`src/hdl/flash_wp_pkg.sv`:
```
// constants shared by the write protection control block
package flash_wp_pkg;

  // ----------------------------------------------------------------
  // geometry and timing
  // ----------------------------------------------------------------
  localparam int ADDR_W = 25;
  localparam int BLOCK_W = 9;
  localparam int BLOCK_LSB = 16;
  localparam logic [9:0] BLOCK_COUNT = 10'h200;
  localparam logic [3:0] BP_ALL_CODE = 4'ha;
  localparam int CLK_PERIOD_NS = 10;
  localparam int OP_TIME_NS = 1000;
  localparam int OP_CYCLES = (OP_TIME_NS + CLK_PERIOD_NS - 1) / CLK_PERIOD_NS;
  localparam logic [11:0] OP_LAST = 12'(OP_CYCLES - 1);

  // ----------------------------------------------------------------
  // status register bit positions, all reset to zero
  // ----------------------------------------------------------------
  localparam int ST_BUSY = 0;
  localparam int ST_WEL = 1;
  localparam int ST_BP_LSB = 2;
  localparam int ST_QE = 6;
  localparam int ST_LOCK = 7;
  localparam logic [7:0] STATUS_RESET = 8'h00;

  // ----------------------------------------------------------------
  // function register bit positions
  // ----------------------------------------------------------------
  localparam int FN_RESET_DIS = 0;
  localparam int FN_TBS = 1;
  localparam int FN_PROGRAM_SUSPENDED_FLAG = 2;
  localparam int FN_ERASE_SUSPENDED_FLAG = 3;
  localparam int FN_IRL_LSB = 4;
  localparam logic [3:0] IRL_RESET = 4'h0;

  // ----------------------------------------------------------------
  // opcodes that need the write latch
  // ----------------------------------------------------------------
  localparam logic [7:0] OP_PP = 8'h02;
  localparam logic [7:0] OP_PP4 = 8'h12;
  localparam logic [7:0] OP_PPQ_A = 8'h32;
  localparam logic [7:0] OP_PPQ_B = 8'h38;
  localparam logic [7:0] OP_PPQ4_A = 8'h34;
  localparam logic [7:0] OP_PPQ4_B = 8'h3e;
  localparam logic [7:0] OP_SE_A = 8'hd7;
  localparam logic [7:0] OP_SE_B = 8'h20;
  localparam logic [7:0] OP_SE4 = 8'h21;
  localparam logic [7:0] OP_BE32 = 8'h52;
  localparam logic [7:0] OP_BE32_4 = 8'h5c;
  localparam logic [7:0] OP_BE64 = 8'hd8;
  localparam logic [7:0] OP_BE64_4 = 8'hdc;
  localparam logic [7:0] OP_CE_A = 8'hc7;
  localparam logic [7:0] OP_CE_B = 8'h60;
  localparam logic [7:0] OP_WR_STATUS = 8'h01;
  localparam logic [7:0] OP_WR_FUNC = 8'h42;
  localparam logic [7:0] OP_RP_NV = 8'h65;
  localparam logic [7:0] OP_ERP_NV = 8'h85;
  localparam logic [7:0] OP_IR_ERASE = 8'h64;
  localparam logic [7:0] OP_IR_PROG = 8'h62;
  localparam logic [7:0] OP_BOOT_WR = 8'h15;
  localparam logic [7:0] OP_BANK_NV = 8'h18;
  localparam logic [7:0] OP_LOCK_PROG = 8'hfd;
  localparam logic [7:0] OP_LOCK_PROG4 = 8'he3;
  localparam logic [7:0] OP_LOCK_ERASE = 8'he4;
  localparam logic [7:0] OP_MODE_PROG = 8'h2f;
  localparam logic [7:0] OP_LOCKBIT_WR = 8'ha6;
  localparam logic [7:0] OP_FREEZE = 8'h91;
  localparam logic [7:0] OP_PWD_PROG = 8'he8;

  // ----------------------------------------------------------------
  // latch control, volatile writes, suspend and reset
  // ----------------------------------------------------------------
  localparam logic [7:0] OP_WRITE_ENABLE_CMD = 8'h06;
  localparam logic [7:0] OP_WRITE_DISABLE_CMD = 8'h04;
  localparam logic [7:0] OP_RP_V_A = 8'hc0;
  localparam logic [7:0] OP_RP_V_B = 8'h63;
  localparam logic [7:0] OP_ERP_V = 8'h83;
  localparam logic [7:0] OP_BANK_V = 8'h17;
  localparam logic [7:0] OP_RDY_WR = 8'hfa;
  localparam logic [7:0] OP_SUSPEND = 8'h75;
  localparam logic [7:0] OP_RESUME = 8'h7a;
  localparam logic [7:0] OP_RST_EN = 8'h66;
  localparam logic [7:0] OP_RST = 8'h99;

  typedef enum logic [1:0] {st_idle, st_run, st_susp} op_state_t;

endpackage

```
`src/hdl/block_protect_decode.sv`:
```
// block protect region decoder: code and direction to a block hit
`timescale 1ns/10ps
module block_protect_decode
  import flash_wp_pkg::*;
(
  input wire logic [3:0] bp_code,
  input wire logic bottom,
  input wire logic [BLOCK_W-1:0] block,
  output logic hit
);

  logic [9:0] count;
  logic [9:0] blk;

  always_comb begin
    blk = {1'b0, block};
    if (bp_code == 4'h0) begin
      count = 10'h000;
    end else if (bp_code >= BP_ALL_CODE) begin
      count = BLOCK_COUNT;
    end else begin
      count = 10'(10'h001 << (bp_code - 4'h1));
    end
    if (bottom) begin
      hit = blk < count;
    end else begin
      hit = blk >= (BLOCK_COUNT - count);
    end
  end

endmodule

```
`src/hdl/flash_write_protect_control.sv`:
```
// write latch, block protection and register lock control of a flash
`timescale 1ns/10ps
// What this block does
// - write-class commands are refused with latch clear, taken with it set
// - write enable command sets the write latch
// - volatile register writes run whatever the latch holds
// - write disable command clears the write latch
// - latch clears itself when a write, program or erase finishes
// - page program opcodes are latch gated
// - sector, block and chip erase opcodes are latch gated
// - status, function and nv read parameter writes are latch gated
// - info row, boot and nv bank writes are latch gated
// - sector lock, mode, password and freeze opcodes are latch gated
// - program or erase into the protected region is rejected
// - protect code picks 0, 2^(code-1) or all 512 top blocks
// - bottom select counts the protected blocks upward from block 0
// - chip erase ignored unless every block protect bit is zero
// - lock bit set with protect pin low freezes status writes while quad enable is clear
// - lock bit clear or pin high lets status writes through
// - quad enable turns protect and hold pins into data lines
// - function register layout: row locks, suspend flags, tbs, reset off
// - status register layout: busy, latch, protect, quad, lock
// - status write data never sets the write latch; the latch clears when the write finishes
// - busy device ignores all but suspend, resume and reset
// - one-time function bits return to zero only on rst
module flash_write_protect_control
  import flash_wp_pkg::*;
(
  input wire logic core_clk,
  input wire logic rst,
  input wire logic cmd_valid,
  input wire logic [7:0] cmd_opcode,
  input wire logic [ADDR_W-1:0] cmd_addr,
  input wire logic [7:0] cmd_data,
  input wire logic wp_io2_in,
  input wire logic hold_io3_in,
  input wire logic reset_pin_n,
  input wire logic reset_disable_strap,
  output logic [7:0] status_protect,
  output logic [7:0] function_config,
  output logic op_start,
  output logic [7:0] op_opcode,
  output logic [ADDR_W-1:0] op_addr,
  output logic op_done,
  output logic vol_write,
  output logic cmd_refused,
  output logic quad_io_enable,
  output logic hold_active
);

  // ----------------------------------------------------------------
  // command classes
  // ----------------------------------------------------------------
  function automatic logic is_program(input logic [7:0] op);
    unique case (op)
      OP_PP, OP_PP4, OP_PPQ_A, OP_PPQ_B,
      OP_PPQ4_A, OP_PPQ4_B: is_program = 1'b1;
      default: is_program = 1'b0;
    endcase
  endfunction

  function automatic logic is_erase(input logic [7:0] op);
    unique case (op)
      OP_SE_A, OP_SE_B, OP_SE4, OP_BE32, OP_BE32_4,
      OP_BE64, OP_BE64_4: is_erase = 1'b1;
      default: is_erase = 1'b0;
    endcase
  endfunction

  function automatic logic is_chip_erase(input logic [7:0] op);
    is_chip_erase = (op == OP_CE_A) || (op == OP_CE_B);
  endfunction

  function automatic logic is_other_gated(input logic [7:0] op);
    unique case (op)
      OP_WR_STATUS, OP_WR_FUNC, OP_RP_NV,
      OP_ERP_NV: is_other_gated = 1'b1;
      OP_IR_ERASE, OP_IR_PROG, OP_BOOT_WR,
      OP_BANK_NV: is_other_gated = 1'b1;
      OP_LOCK_PROG, OP_LOCK_PROG4, OP_LOCK_ERASE, OP_MODE_PROG,
      OP_LOCKBIT_WR, OP_FREEZE,
      OP_PWD_PROG: is_other_gated = 1'b1;
      default: is_other_gated = 1'b0;
    endcase
  endfunction

  function automatic logic is_volatile(input logic [7:0] op);
    unique case (op)
      OP_RP_V_A, OP_RP_V_B, OP_ERP_V, OP_BANK_V,
      OP_RDY_WR: is_volatile = 1'b1;
      default: is_volatile = 1'b0;
    endcase
  endfunction

  // ----------------------------------------------------------------
  // state
  // ----------------------------------------------------------------
  op_state_t state;
  logic [11:0] op_count;
  logic cur_erase;
  logic susp_prog;
  logic susp_erase;
  logic write_latch_flag;
  logic [3:0] bp;
  logic quad_en;
  logic lock_bit;
  logic [3:0] row_lock;
  logic top_bottom_select;
  logic reset_dis;
  logic strap_taken;
  logic rst_armed;

  // ----------------------------------------------------------------
  // decode
  // ----------------------------------------------------------------
  logic prot_hit;
  logic wp_level;
  logic status_frozen;
  logic array_op;
  logic gated;
  logic during_busy_ok;
  logic take;
  logic blocked;
  logic go;
  logic sw_reset;
  logic pin_reset;
  logic vol_reset;
  logic finish;

  block_protect_decode u_decode (
    .bp_code(bp),
    .bottom(top_bottom_select),
    .block(cmd_addr[BLOCK_LSB +: BLOCK_W]),
    .hit(prot_hit)
  );

  always_comb begin
    // with quad enabled the pin is a data line, so it never protects
    wp_level = quad_en ? 1'b1 : wp_io2_in;
    status_frozen = lock_bit && !wp_level;
    array_op = is_program(cmd_opcode) || is_erase(cmd_opcode);
    gated = array_op || is_chip_erase(cmd_opcode) ||
            is_other_gated(cmd_opcode);
    during_busy_ok = (cmd_opcode == OP_SUSPEND) ||
                     (cmd_opcode == OP_RESUME) ||
                     (cmd_opcode == OP_RST_EN) ||
                     (cmd_opcode == OP_RST);
    take = cmd_valid && ((state != st_run) || during_busy_ok);
    blocked = (array_op && prot_hit) ||
              (is_chip_erase(cmd_opcode) && (bp != 4'h0)) ||
              ((cmd_opcode == OP_WR_STATUS) && status_frozen);
    // suspended work keeps the array busy, so no new gated command
    go = take && gated && write_latch_flag && (state == st_idle) && !blocked;
    sw_reset = take && rst_armed && (cmd_opcode == OP_RST);
    // hold pin carries reset only when the dedicated reset is disabled
    pin_reset = !reset_pin_n || (!quad_en && reset_dis && !hold_io3_in);
    vol_reset = sw_reset || pin_reset;
    finish = (state == st_run) && (op_count == OP_LAST);
  end

  // ----------------------------------------------------------------
  // reset enable arming
  // ----------------------------------------------------------------
  always_ff @(posedge core_clk) begin
    if (rst || vol_reset) begin
      rst_armed <= 1'b0;
    end else if (take) begin
      rst_armed <= (cmd_opcode == OP_RST_EN);
    end
  end

  // ----------------------------------------------------------------
  // write latch
  // ----------------------------------------------------------------
  always_ff @(posedge core_clk) begin
    if (rst || vol_reset) begin
      write_latch_flag <= 1'b0;
    end else if (finish) begin
      write_latch_flag <= 1'b0;
    end else if (take && (state != st_run)) begin
      if (cmd_opcode == OP_WRITE_ENABLE_CMD) begin
        write_latch_flag <= 1'b1;
      end else if (cmd_opcode == OP_WRITE_DISABLE_CMD) begin
        write_latch_flag <= 1'b0;
      end
    end
  end

  // ----------------------------------------------------------------
  // operation sequencer with suspend
  // ----------------------------------------------------------------
  always_ff @(posedge core_clk) begin
    if (rst || vol_reset) begin
      state <= st_idle;
      op_count <= 12'h000;
      cur_erase <= 1'b0;
      susp_prog <= 1'b0;
      susp_erase <= 1'b0;
    end else begin
      unique case (state)
        st_idle: begin
          if (go) begin
            state <= st_run;
            op_count <= 12'h000;
            cur_erase <= is_erase(cmd_opcode) || is_chip_erase(cmd_opcode);
          end
        end
        st_run: begin
          if (finish) begin
            state <= st_idle;
          end else if (take && (cmd_opcode == OP_SUSPEND)) begin
            state <= st_susp;
            susp_erase <= cur_erase;
            susp_prog <= !cur_erase;
          end else begin
            op_count <= op_count + 12'h001;
          end
        end
        st_susp: begin
          if (take && (cmd_opcode == OP_RESUME)) begin
            state <= st_run;
            susp_erase <= 1'b0;
            susp_prog <= 1'b0;
          end
        end
      endcase
    end
  end

  // ----------------------------------------------------------------
  // non-volatile status bits
  // ----------------------------------------------------------------
  always_ff @(posedge core_clk) begin
    if (rst) begin
      bp <= STATUS_RESET[ST_BP_LSB +: 4];
      quad_en <= STATUS_RESET[ST_QE];
      lock_bit <= STATUS_RESET[ST_LOCK];
    end else if (go && (cmd_opcode == OP_WR_STATUS)) begin
      // write latch is left to its own process
      bp <= cmd_data[ST_BP_LSB +: 4];
      quad_en <= cmd_data[ST_QE];
      lock_bit <= cmd_data[ST_LOCK];
    end
  end

  // ----------------------------------------------------------------
  // one-time function bits and reset strap
  // ----------------------------------------------------------------
  always_ff @(posedge core_clk) begin
    if (rst) begin
      row_lock <= IRL_RESET;
      top_bottom_select <= 1'b0;
      reset_dis <= 1'b0;
      strap_taken <= 1'b0;
    end else begin
      if (!strap_taken) begin
        // part-dependent default, caught on the first edge after reset
        reset_dis <= reset_disable_strap;
        strap_taken <= 1'b1;
      end else if (go && (cmd_opcode == OP_WR_FUNC)) begin
        reset_dis <= reset_dis | cmd_data[FN_RESET_DIS];
      end
      if (go && (cmd_opcode == OP_WR_FUNC)) begin
        row_lock <= row_lock | cmd_data[FN_IRL_LSB +: 4];
        top_bottom_select <= top_bottom_select | cmd_data[FN_TBS];
      end
    end
  end

  // ----------------------------------------------------------------
  // registered outputs
  // ----------------------------------------------------------------
  always_ff @(posedge core_clk) begin
    if (rst) begin
      status_protect <= STATUS_RESET;
      function_config <= 8'h00;
      quad_io_enable <= 1'b0;
      hold_active <= 1'b0;
    end else begin
      status_protect <= {lock_bit, quad_en, bp, write_latch_flag,
                         (state == st_run)};
      function_config <= {row_lock, susp_erase, susp_prog, top_bottom_select,
                          reset_dis};
      quad_io_enable <= quad_en;
      hold_active <= !quad_en && !reset_dis && !hold_io3_in;
    end
  end

  always_ff @(posedge core_clk) begin
    if (rst) begin
      op_start <= 1'b0;
      op_opcode <= 8'h00;
      op_addr <= '0;
      op_done <= 1'b0;
      vol_write <= 1'b0;
      cmd_refused <= 1'b0;
    end else begin
      op_start <= go;
      op_done <= finish && !vol_reset;
      if (go) begin
        op_opcode <= cmd_opcode;
        op_addr <= cmd_addr;
      end
      vol_write <= take && !vol_reset && is_volatile(cmd_opcode);
      cmd_refused <= cmd_valid && !vol_reset &&
                     ((gated && !go) || !take);
    end
  end

endmodule

```
`config.mk`:
```
export PLATFORM = sky130hd
export DESIGN_NAME = flash_write_protect_control
export DESIGN_NICKNAME = d
export VERILOG_FILES = /design/src/hdl/flash_wp_pkg.sv /design/src/hdl/block_protect_decode.sv /design/src/hdl/flash_write_protect_control.sv
export SDC_FILE = /design/constraint.sdc
export NUM_CORES = 1
export LEC_CHECK = 0
export BUFFER_PORTS_ARGS = -buffer_cell sky130_fd_sc_hd__buf_2
export CAP_MARGIN = 20
export CORE_MARGIN = 1.5
export CORE_UTILIZATION = 35
export DETAILED_ROUTE_END_ITERATION = 8
export HOLD_SLACK_MARGIN = 0.15
export PLACE_DENSITY = 0.66
export SYNTH_ARGS = -nofsm -noshare
export SYNTH_HDL_FRONTEND = slang
export SYNTH_HIERARCHICAL = 1
export SYNTH_SLANG_ARGS = --single-unit
```
`constraint.sdc`:
```
create_clock -name core_clk -period 3.76 [get_ports core_clk]
set_input_delay 0.564 -clock core_clk [delete_from_list [all_inputs] [get_ports core_clk]]
set_output_delay 0.564 -clock core_clk [all_outputs]
set_load 0.02 [all_outputs]
```
; Word level (Yosys, flattened, before mapping)
; Cells that the tools add are included.
[classes]
n_addsub = 3
mul = 0
div = 0
n_lt_le_gt_ge = 3
eq_ne = 52
n_shift = 1
mux = 33
bitwise = 3
n_reduce_logical = 68
[op_table]
columns = op, count
row1 = 8-bit equality test (second input constant), 15
row2 = 8-bit by 7-bit equality test with 1-bit output (second input constant), 11
row3 = 8-bit by 6-bit equality test with 1-bit output (second input constant), 7
row4 = 12-bit 2-to-1 mux, 3
row5 = 8-bit by 5-bit equality test with 1-bit output (second input constant), 4
row6 = 1-bit logical AND, 27
row7 = 12-bit case mux with 2 select lines, 1
row8 = 1-bit 2-to-1 mux, 20
row9 = 10-bit 2-to-1 mux, 2
row10 = 8-bit by 3-bit equality test with 1-bit output (second input constant), 2
row11 = 1-bit logical OR, 15
row12 = 15-bit OR reduction, 1
row13 = 12-bit by 1-bit adder with 12-bit output (second input constant), 1
row14 = 12-bit by 7-bit equality test with 1-bit output (second input constant), 1
row15 = 9-bit by 10-bit >= comparator with 1-bit output, 1
row16 = 1-bit zero test, 10
row17 = 9-bit by 10-bit < comparator with 1-bit output, 1
row18 = 2-bit inequality test (second input constant), 5
row19 = 1-bit by 4-bit << shifter with 10-bit output (first input constant), 1
row20 = 10-bit subtractor (first input constant), 1
row21 = 8-bit by 1-bit equality test with 1-bit output (second input constant), 1
row22 = 8-bit by 2-bit equality test with 1-bit output (second input constant), 1
row23 = 2-bit 2-to-1 mux, 4
row24 = 4-bit AND reduction, 2
row25 = 20 further kinds, 26
[word_totals]
regBits = 87
latchBits = 0
ram_bits = 0
rom_bits = 0
input_bits = 48
output_inout_bits = 55
elab_cells = 187
memories = 0

; Depth between registers and ports, before layout
[logic_depth]
ltp_word = 16
depth_mapped = 19
ltp_nobuf = 16

; Cells and area by module
; The synthesis kept the hierarchy.
[modules_own_cells]
columns = module, n_inst, cells_per_inst, area_each_um2, seq_area_each_um2
row1 = flash_write_protect_control, 1, 471, 4008.8, 1721.7
row2 = block_protect_decode, 1, 89, 636.9, 0.0

; Least setup slack after synthesis
; No wires, ideal clock.
[synth_path]
kind = register to register
from = register bp[0]
to = register op_count[2]
setup_time_ps = 86
arrival_ps = 2816
required_time_ps = 3674
path_slack_ps = 858
path_stages_with_launch = 16
path_buffers = 2
synth_period_minus_slack_ps = 2902
path_cell_list = dfxtp_1 -> buf_2 -> nor2_1 -> nand2_1 -> ha_1 -> a32o_1 -> ha_1 -> a41oi_1 -> o22ai_1 -> a41oi_2 -> o21ai_1 -> inv_1 -> o21ai_4 -> o21ai_2 -> buf_4 -> a211oi_1
[synth_between]
elab_chain_cells = 14
word_cells_on_any_way = 19
cone_classes = add/sub: 2 / order compare: 3 / eq/ne: 1 / shift: 1 / mux: 3 / reduce/logical: 9
[synth_lines]
columns = item, line
row1 = "start, declared", flash_write_protect_control.sv:104  ; logic [3:0] bp;
row2 = "start signal, assigned", flash_write_protect_control.sv:235  ; bp <= STATUS_RESET[ST_BP_LSB +: 4];
row3 = "start signal, assigned", flash_write_protect_control.sv:240  ; bp <= cmd_data[ST_BP_LSB +: 4];
row4 = 4-bit by 1-bit subtractor with 4-bit output, block_protect_decode.sv:22  ; count = 10'(10'h001 << (bp_code - 4'h1));
row5 = 1-bit by 4-bit << shifter with 10-bit output, block_protect_decode.sv:22
row6 = 10-bit 2-to-1 mux, block_protect_decode.sv:19  ; end else if (bp_code >= BP_ALL_CODE) begin
row7 = 10-bit 2-to-1 mux (*), block_protect_decode.sv:17  ; if (bp_code == 4'h0) begin
row8 = 10-bit subtractor, block_protect_decode.sv:27  ; hit = blk >= (BLOCK_COUNT - count);
row9 = 9-bit by 10-bit >= comparator with 1-bit output, block_protect_decode.sv:27
row10 = 1-bit 2-to-1 mux (*), block_protect_decode.sv:24  ; if (bottom) begin
row11 = named net prot_hit, flash_write_protect_control.sv:116  ; logic prot_hit;
row12 = 1-bit logical AND (*), flash_write_protect_control.sv:149  ; blocked = (array_op && prot_hit) ||
row13 = 1-bit logical OR (*), flash_write_protect_control.sv:149
row14 = 1-bit logical OR (*), flash_write_protect_control.sv:150  ; (is_chip_erase(cmd_opcode) && (bp != 4'h0)) ||
row15 = 1-bit zero test (*), flash_write_protect_control.sv:153  ; go = take && gated && write_latch_flag && (state == st_idle) && !blocked;
row16 = 1-bit logical AND (*), flash_write_protect_control.sv:153
row17 = 2-bit inequality test (no line) (*), -
row18 = 4-bit AND reduction (no line) (*), -
row19 = "end signal, assigned", flash_write_protect_control.sv:216  ; op_count <= op_count + 12'h001;
row20 = "end, declared", flash_write_protect_control.sv:99  ; logic [11:0] op_count;
; Mark *: on every way through the listed nets, which the timed path passes. The rest lies on a longest branch.
; A chain may end at the register's enable or synchronous reset.

; Final worst setup path
[layout_path]
from = register bp[0]
to = register top_bottom_select
[layout_between]
elab_chain_cells = 13
word_cells_on_any_way = 18
cone_classes = add/sub: 2 / order compare: 3 / shift: 1 / mux: 3 / reduce/logical: 9
[layout_lines]
columns = item, line
row1 = 4-bit by 1-bit subtractor with 4-bit output, block_protect_decode.sv:22
row2 = 1-bit by 4-bit << shifter with 10-bit output, block_protect_decode.sv:22
row3 = 10-bit 2-to-1 mux, block_protect_decode.sv:19
row4 = 10-bit 2-to-1 mux (*), block_protect_decode.sv:17
row5 = 10-bit subtractor, block_protect_decode.sv:27
row6 = 9-bit by 10-bit >= comparator with 1-bit output, block_protect_decode.sv:27
row7 = 1-bit 2-to-1 mux (*), block_protect_decode.sv:24
row8 = named net prot_hit, flash_write_protect_control.sv:116
row9 = 1-bit logical AND (*), flash_write_protect_control.sv:149
row10 = 1-bit logical OR (*), flash_write_protect_control.sv:149
row11 = 1-bit logical OR (*), flash_write_protect_control.sv:150
row12 = 1-bit zero test (*), flash_write_protect_control.sv:153
row13 = 1-bit logical AND (*), flash_write_protect_control.sv:153
row14 = 1-bit logical AND (*), flash_write_protect_control.sv:263  ; if (go && (cmd_opcode == OP_WR_FUNC)) begin
row15 = "end signal, assigned", flash_write_protect_control.sv:265  ; top_bottom_select <= top_bottom_select | cmd_data[FN_TBS];
row16 = "end, declared", flash_write_protect_control.sv:108  ; logic top_bottom_select;
; Marked as above.

==> results.tsv <==
stage	metric	value	unit
critical_path	crit path capture type	flop	
clock_tree	worst skew pair latency	0.34	ns
synthesis	Synthesized Nets	627	
synthesis	ys flop type	dfxtp_1	
synthesis	top post-synthesis cells by count	dfxtp_1, nand3_1, o21ai_0, a21oi_1, nand2_1	
timing	setup_tns	0	ns
synthesis	Ys Warns	6	
synthesis	top cell type's share of synthesized area	37.06	%
finish	Final #Nets	706	
place	Post-DP HPWL	8845	um
finish	ratio of cells with drive above 1 in the final layout	24.61	%
synthesis	top-count cell post-synth	dfxtp_1	
place	Placer Congestion	0.9527	
clock_tree	CTS tree	yes	
synthesis	Synth area leader	dfxtp_1	
synthesis	EDFF count, synth	0	
timing	normalized max-slew margin	56.50	%
drt	DRT Wirelength	12670	um
clock_tree	clk root buf	clkbuf_16	
synthesis	top post-synthesis cells by area	dfxtp_1, nand3_1, ha_1	
clock_tree	hold buffers post-CTS	0	
clock_tree	Clk pin slew, worst setup/hold paths	0.06	ns
timing	Worst Skew	0.006587	ns
synthesis	synthesized flop and latch total	86	
critical_path	CP Data Arrival Time	3.77	ns
clock_tree	H-tree depth	3	
floorplanning	Initial Utilization	36.37	%
worst_hold_path	min-delay worst type	in2reg	
status	status	complete, no violations	
timing	Final Hold Fails	0	
drt	vias	4459	
flow_run	Max-cap violations	0	
drt	mean routed wirelength per cell	15.56	um
critical_path	Startpoint Class	flop	
synthesis	area of the mapped netlist	4646	um^2
floorplanning	# IOs	103	
place	port bufs	102	
timing	RSZ-0062 raised after global routing	no	
drt	Final ANT Viol Nets	0	
finish	fill count	1265	
timing	fmax	287.4	MHz
synthesis	register area share after synthesis	37.06	%
power	VDD IR-drop max	0.3218	mV
floorplanning	die height	118.2	um
place	placed cells	798	
drt	# DRC	0	
timing	period utilisation layout	92.55	%
power	pwr/cell area	375.7	nW/um^2
drt	Vias/cell	5.478	
floorplanning	core area	12770	um^2
timing	post-route minimum period	3.480	ns
timing	Slew @ Worst Pin	0.6524	ns
finish	Storage cell area	1723	um^2
finish	fin cells	814	
floorplanning	num rows	41	
synthesis	Yosys cell types	73	
power	Overall Power	2076	uW
synthesis	Mapped Cells	560	
clock_tree	CTS buffer count	9	
drt	TritonRoute pass-1 iters	5	
floorplanning	full die area	13970	um^2
clock_tree	CTS Sinks	86	
power	Leak	0.002157	uW
floorplanning	DIE WIDTH	118.2	um
finish	ant diodes	0	
drt	drt initial violations	323	
grt	largest net degree at the start of global routing	52	
grt	all-layer global routing usage	18.15	%
synthesis	asr flop ratio synth	0	%
grt	gr ovfl total	0	
clock_tree	buffer levels on the longest clock path	2	
critical_path	worst-path fanout max	12	
timing	Final Max Tran Viols	0	
synthesis	Avg Cell Area, Syn	8.296	um^2
critical_path	Required @ worst endpoint	4.05	ns
finish	synthesis-to-finish area growth	18.96	%
critical_path	CP Class	reg2reg	
grt	vias in the first global route	4236	
finish	area of the multi-input gates	2609	um^2
timing	endpoints failing setup	0	
grt	global-route wire length before repair	20840	um
grt	initial antenna violation count	0	
per-layer routing:
layer	GRT usage [%]	up-vias	share of wire [%]
met5	0	-	0
met4	6.021	0	0.96
met3	4.295	15	6.4
met2	29.69	156	48
met1	23.47	2099	45
li1	-	2189	-
sequential cells by signal, summed over array words and instances, names as in the netlist, 2 cells and up:
name and count:
state 2, function_config 8, op_addr 25, op_count 12, bp 4, status_protect 8, op_opcode 8, row_lock 4
layout make-up:
type | instances | share of cell area [%]
Clock buffer | 10 | 4.143
Clock inverter | 4 | 1.766
Inverter | 12 | 0.8150
Multi-Input combinational cell | 415 | 47.20
Sequential cell | 86 | 31.17
Tap cell | 172 | 3.894
Timing Repair Buffer | 115 | 11.00
critical path, stage by stage (launching register included):
cell	delay, ns
dfxtp_1	0.56
inv_2	0.12
nor2_2	0.18
nand2_1	0.10
ha_1	0.26
nor2_1	0.19
a32o_1	0.20
ha_1	0.23
a41oi_1	0.21
o22ai_1	0.13
a41oi_2	0.21
o21ai_1	0.11
inv_1	0.12
o21ai_4	0.09
buf_4	0.20
nor3_2	0.33
a31o_2	0.20
per-stage QoR:
| stage | util [%] | hold WS, ns | worst slack [ns] | instance area (um^2) |
|---|---|---|---|---|
| after floorplan | - | 0.4168 | 0.8582 | 4646 |
| after global placement | 40.56 | 0.4538 | 0.3573 | 5181 |
| after detailed placement | 40.56 | 0.4570 | 0.1753 | 5181 |
| after CTS | 43.12 | 0.3940 | 0.1355 | 5508 |
| after global routing | 43.27 | 0.3897 | 0.02807 | 5527 |
| final | 43.27 | 0.4037 | 0.2802 | 5527 |
final timing paths:
path,from,end,slack [ns],cells after the start
worst max-delay path,bp[0],top_bottom_select,0.28,16
worst min-delay path,hold_io3_in,hold_active,0.40,2
worst max register to register,bp[0],top_bottom_select,0.28,16
worst min register to register,row_lock[1],function_config[5],0.47,1
timing repair:
action / in CTS / in global routing
buffers inserted: 0 / 2
gates resized for setup: 0 / 2
setup endpoints to repair: 0 / 36
hold endpoints to repair: 0 / 0
cell families after synthesis:
family,Yosys count,share of synthesized area [%]
AOI/OAI and AO/OA,167,23.24
xor gates and xnor gates,4,0.7542
adders and majority gates,19,5.117
buffers and inverters,59,6.841
DFF,86,37.06
muxes,5,1.131
and+or+nand+nor,220,25.85
power breakdown:
part / switching (uW) / internal, uW / total (uW) / leakage, uW
logic: 111 / 57.8 / 169 / 0.00131
clock network: 351 / 642 / 992 / 0.000155
registers: 1.44 / 914 / 915 / 0.000694
total: 463 / 1610 / 2080 / 0.00216
layout by cell type, fill, tap and decap left out, types with 13 or more instances in the layout:
cell / instances
buf_2: 102
dfxtp_1: 85
nand3_1: 57
o21ai_0: 47
a21oi_1: 45
nand2_1: 40
nor2_1: 32
nor2b_1: 29
ha_1: 19
o21ai_1: 14
buf_4: 13
Power figures use the tool's default switching activity.
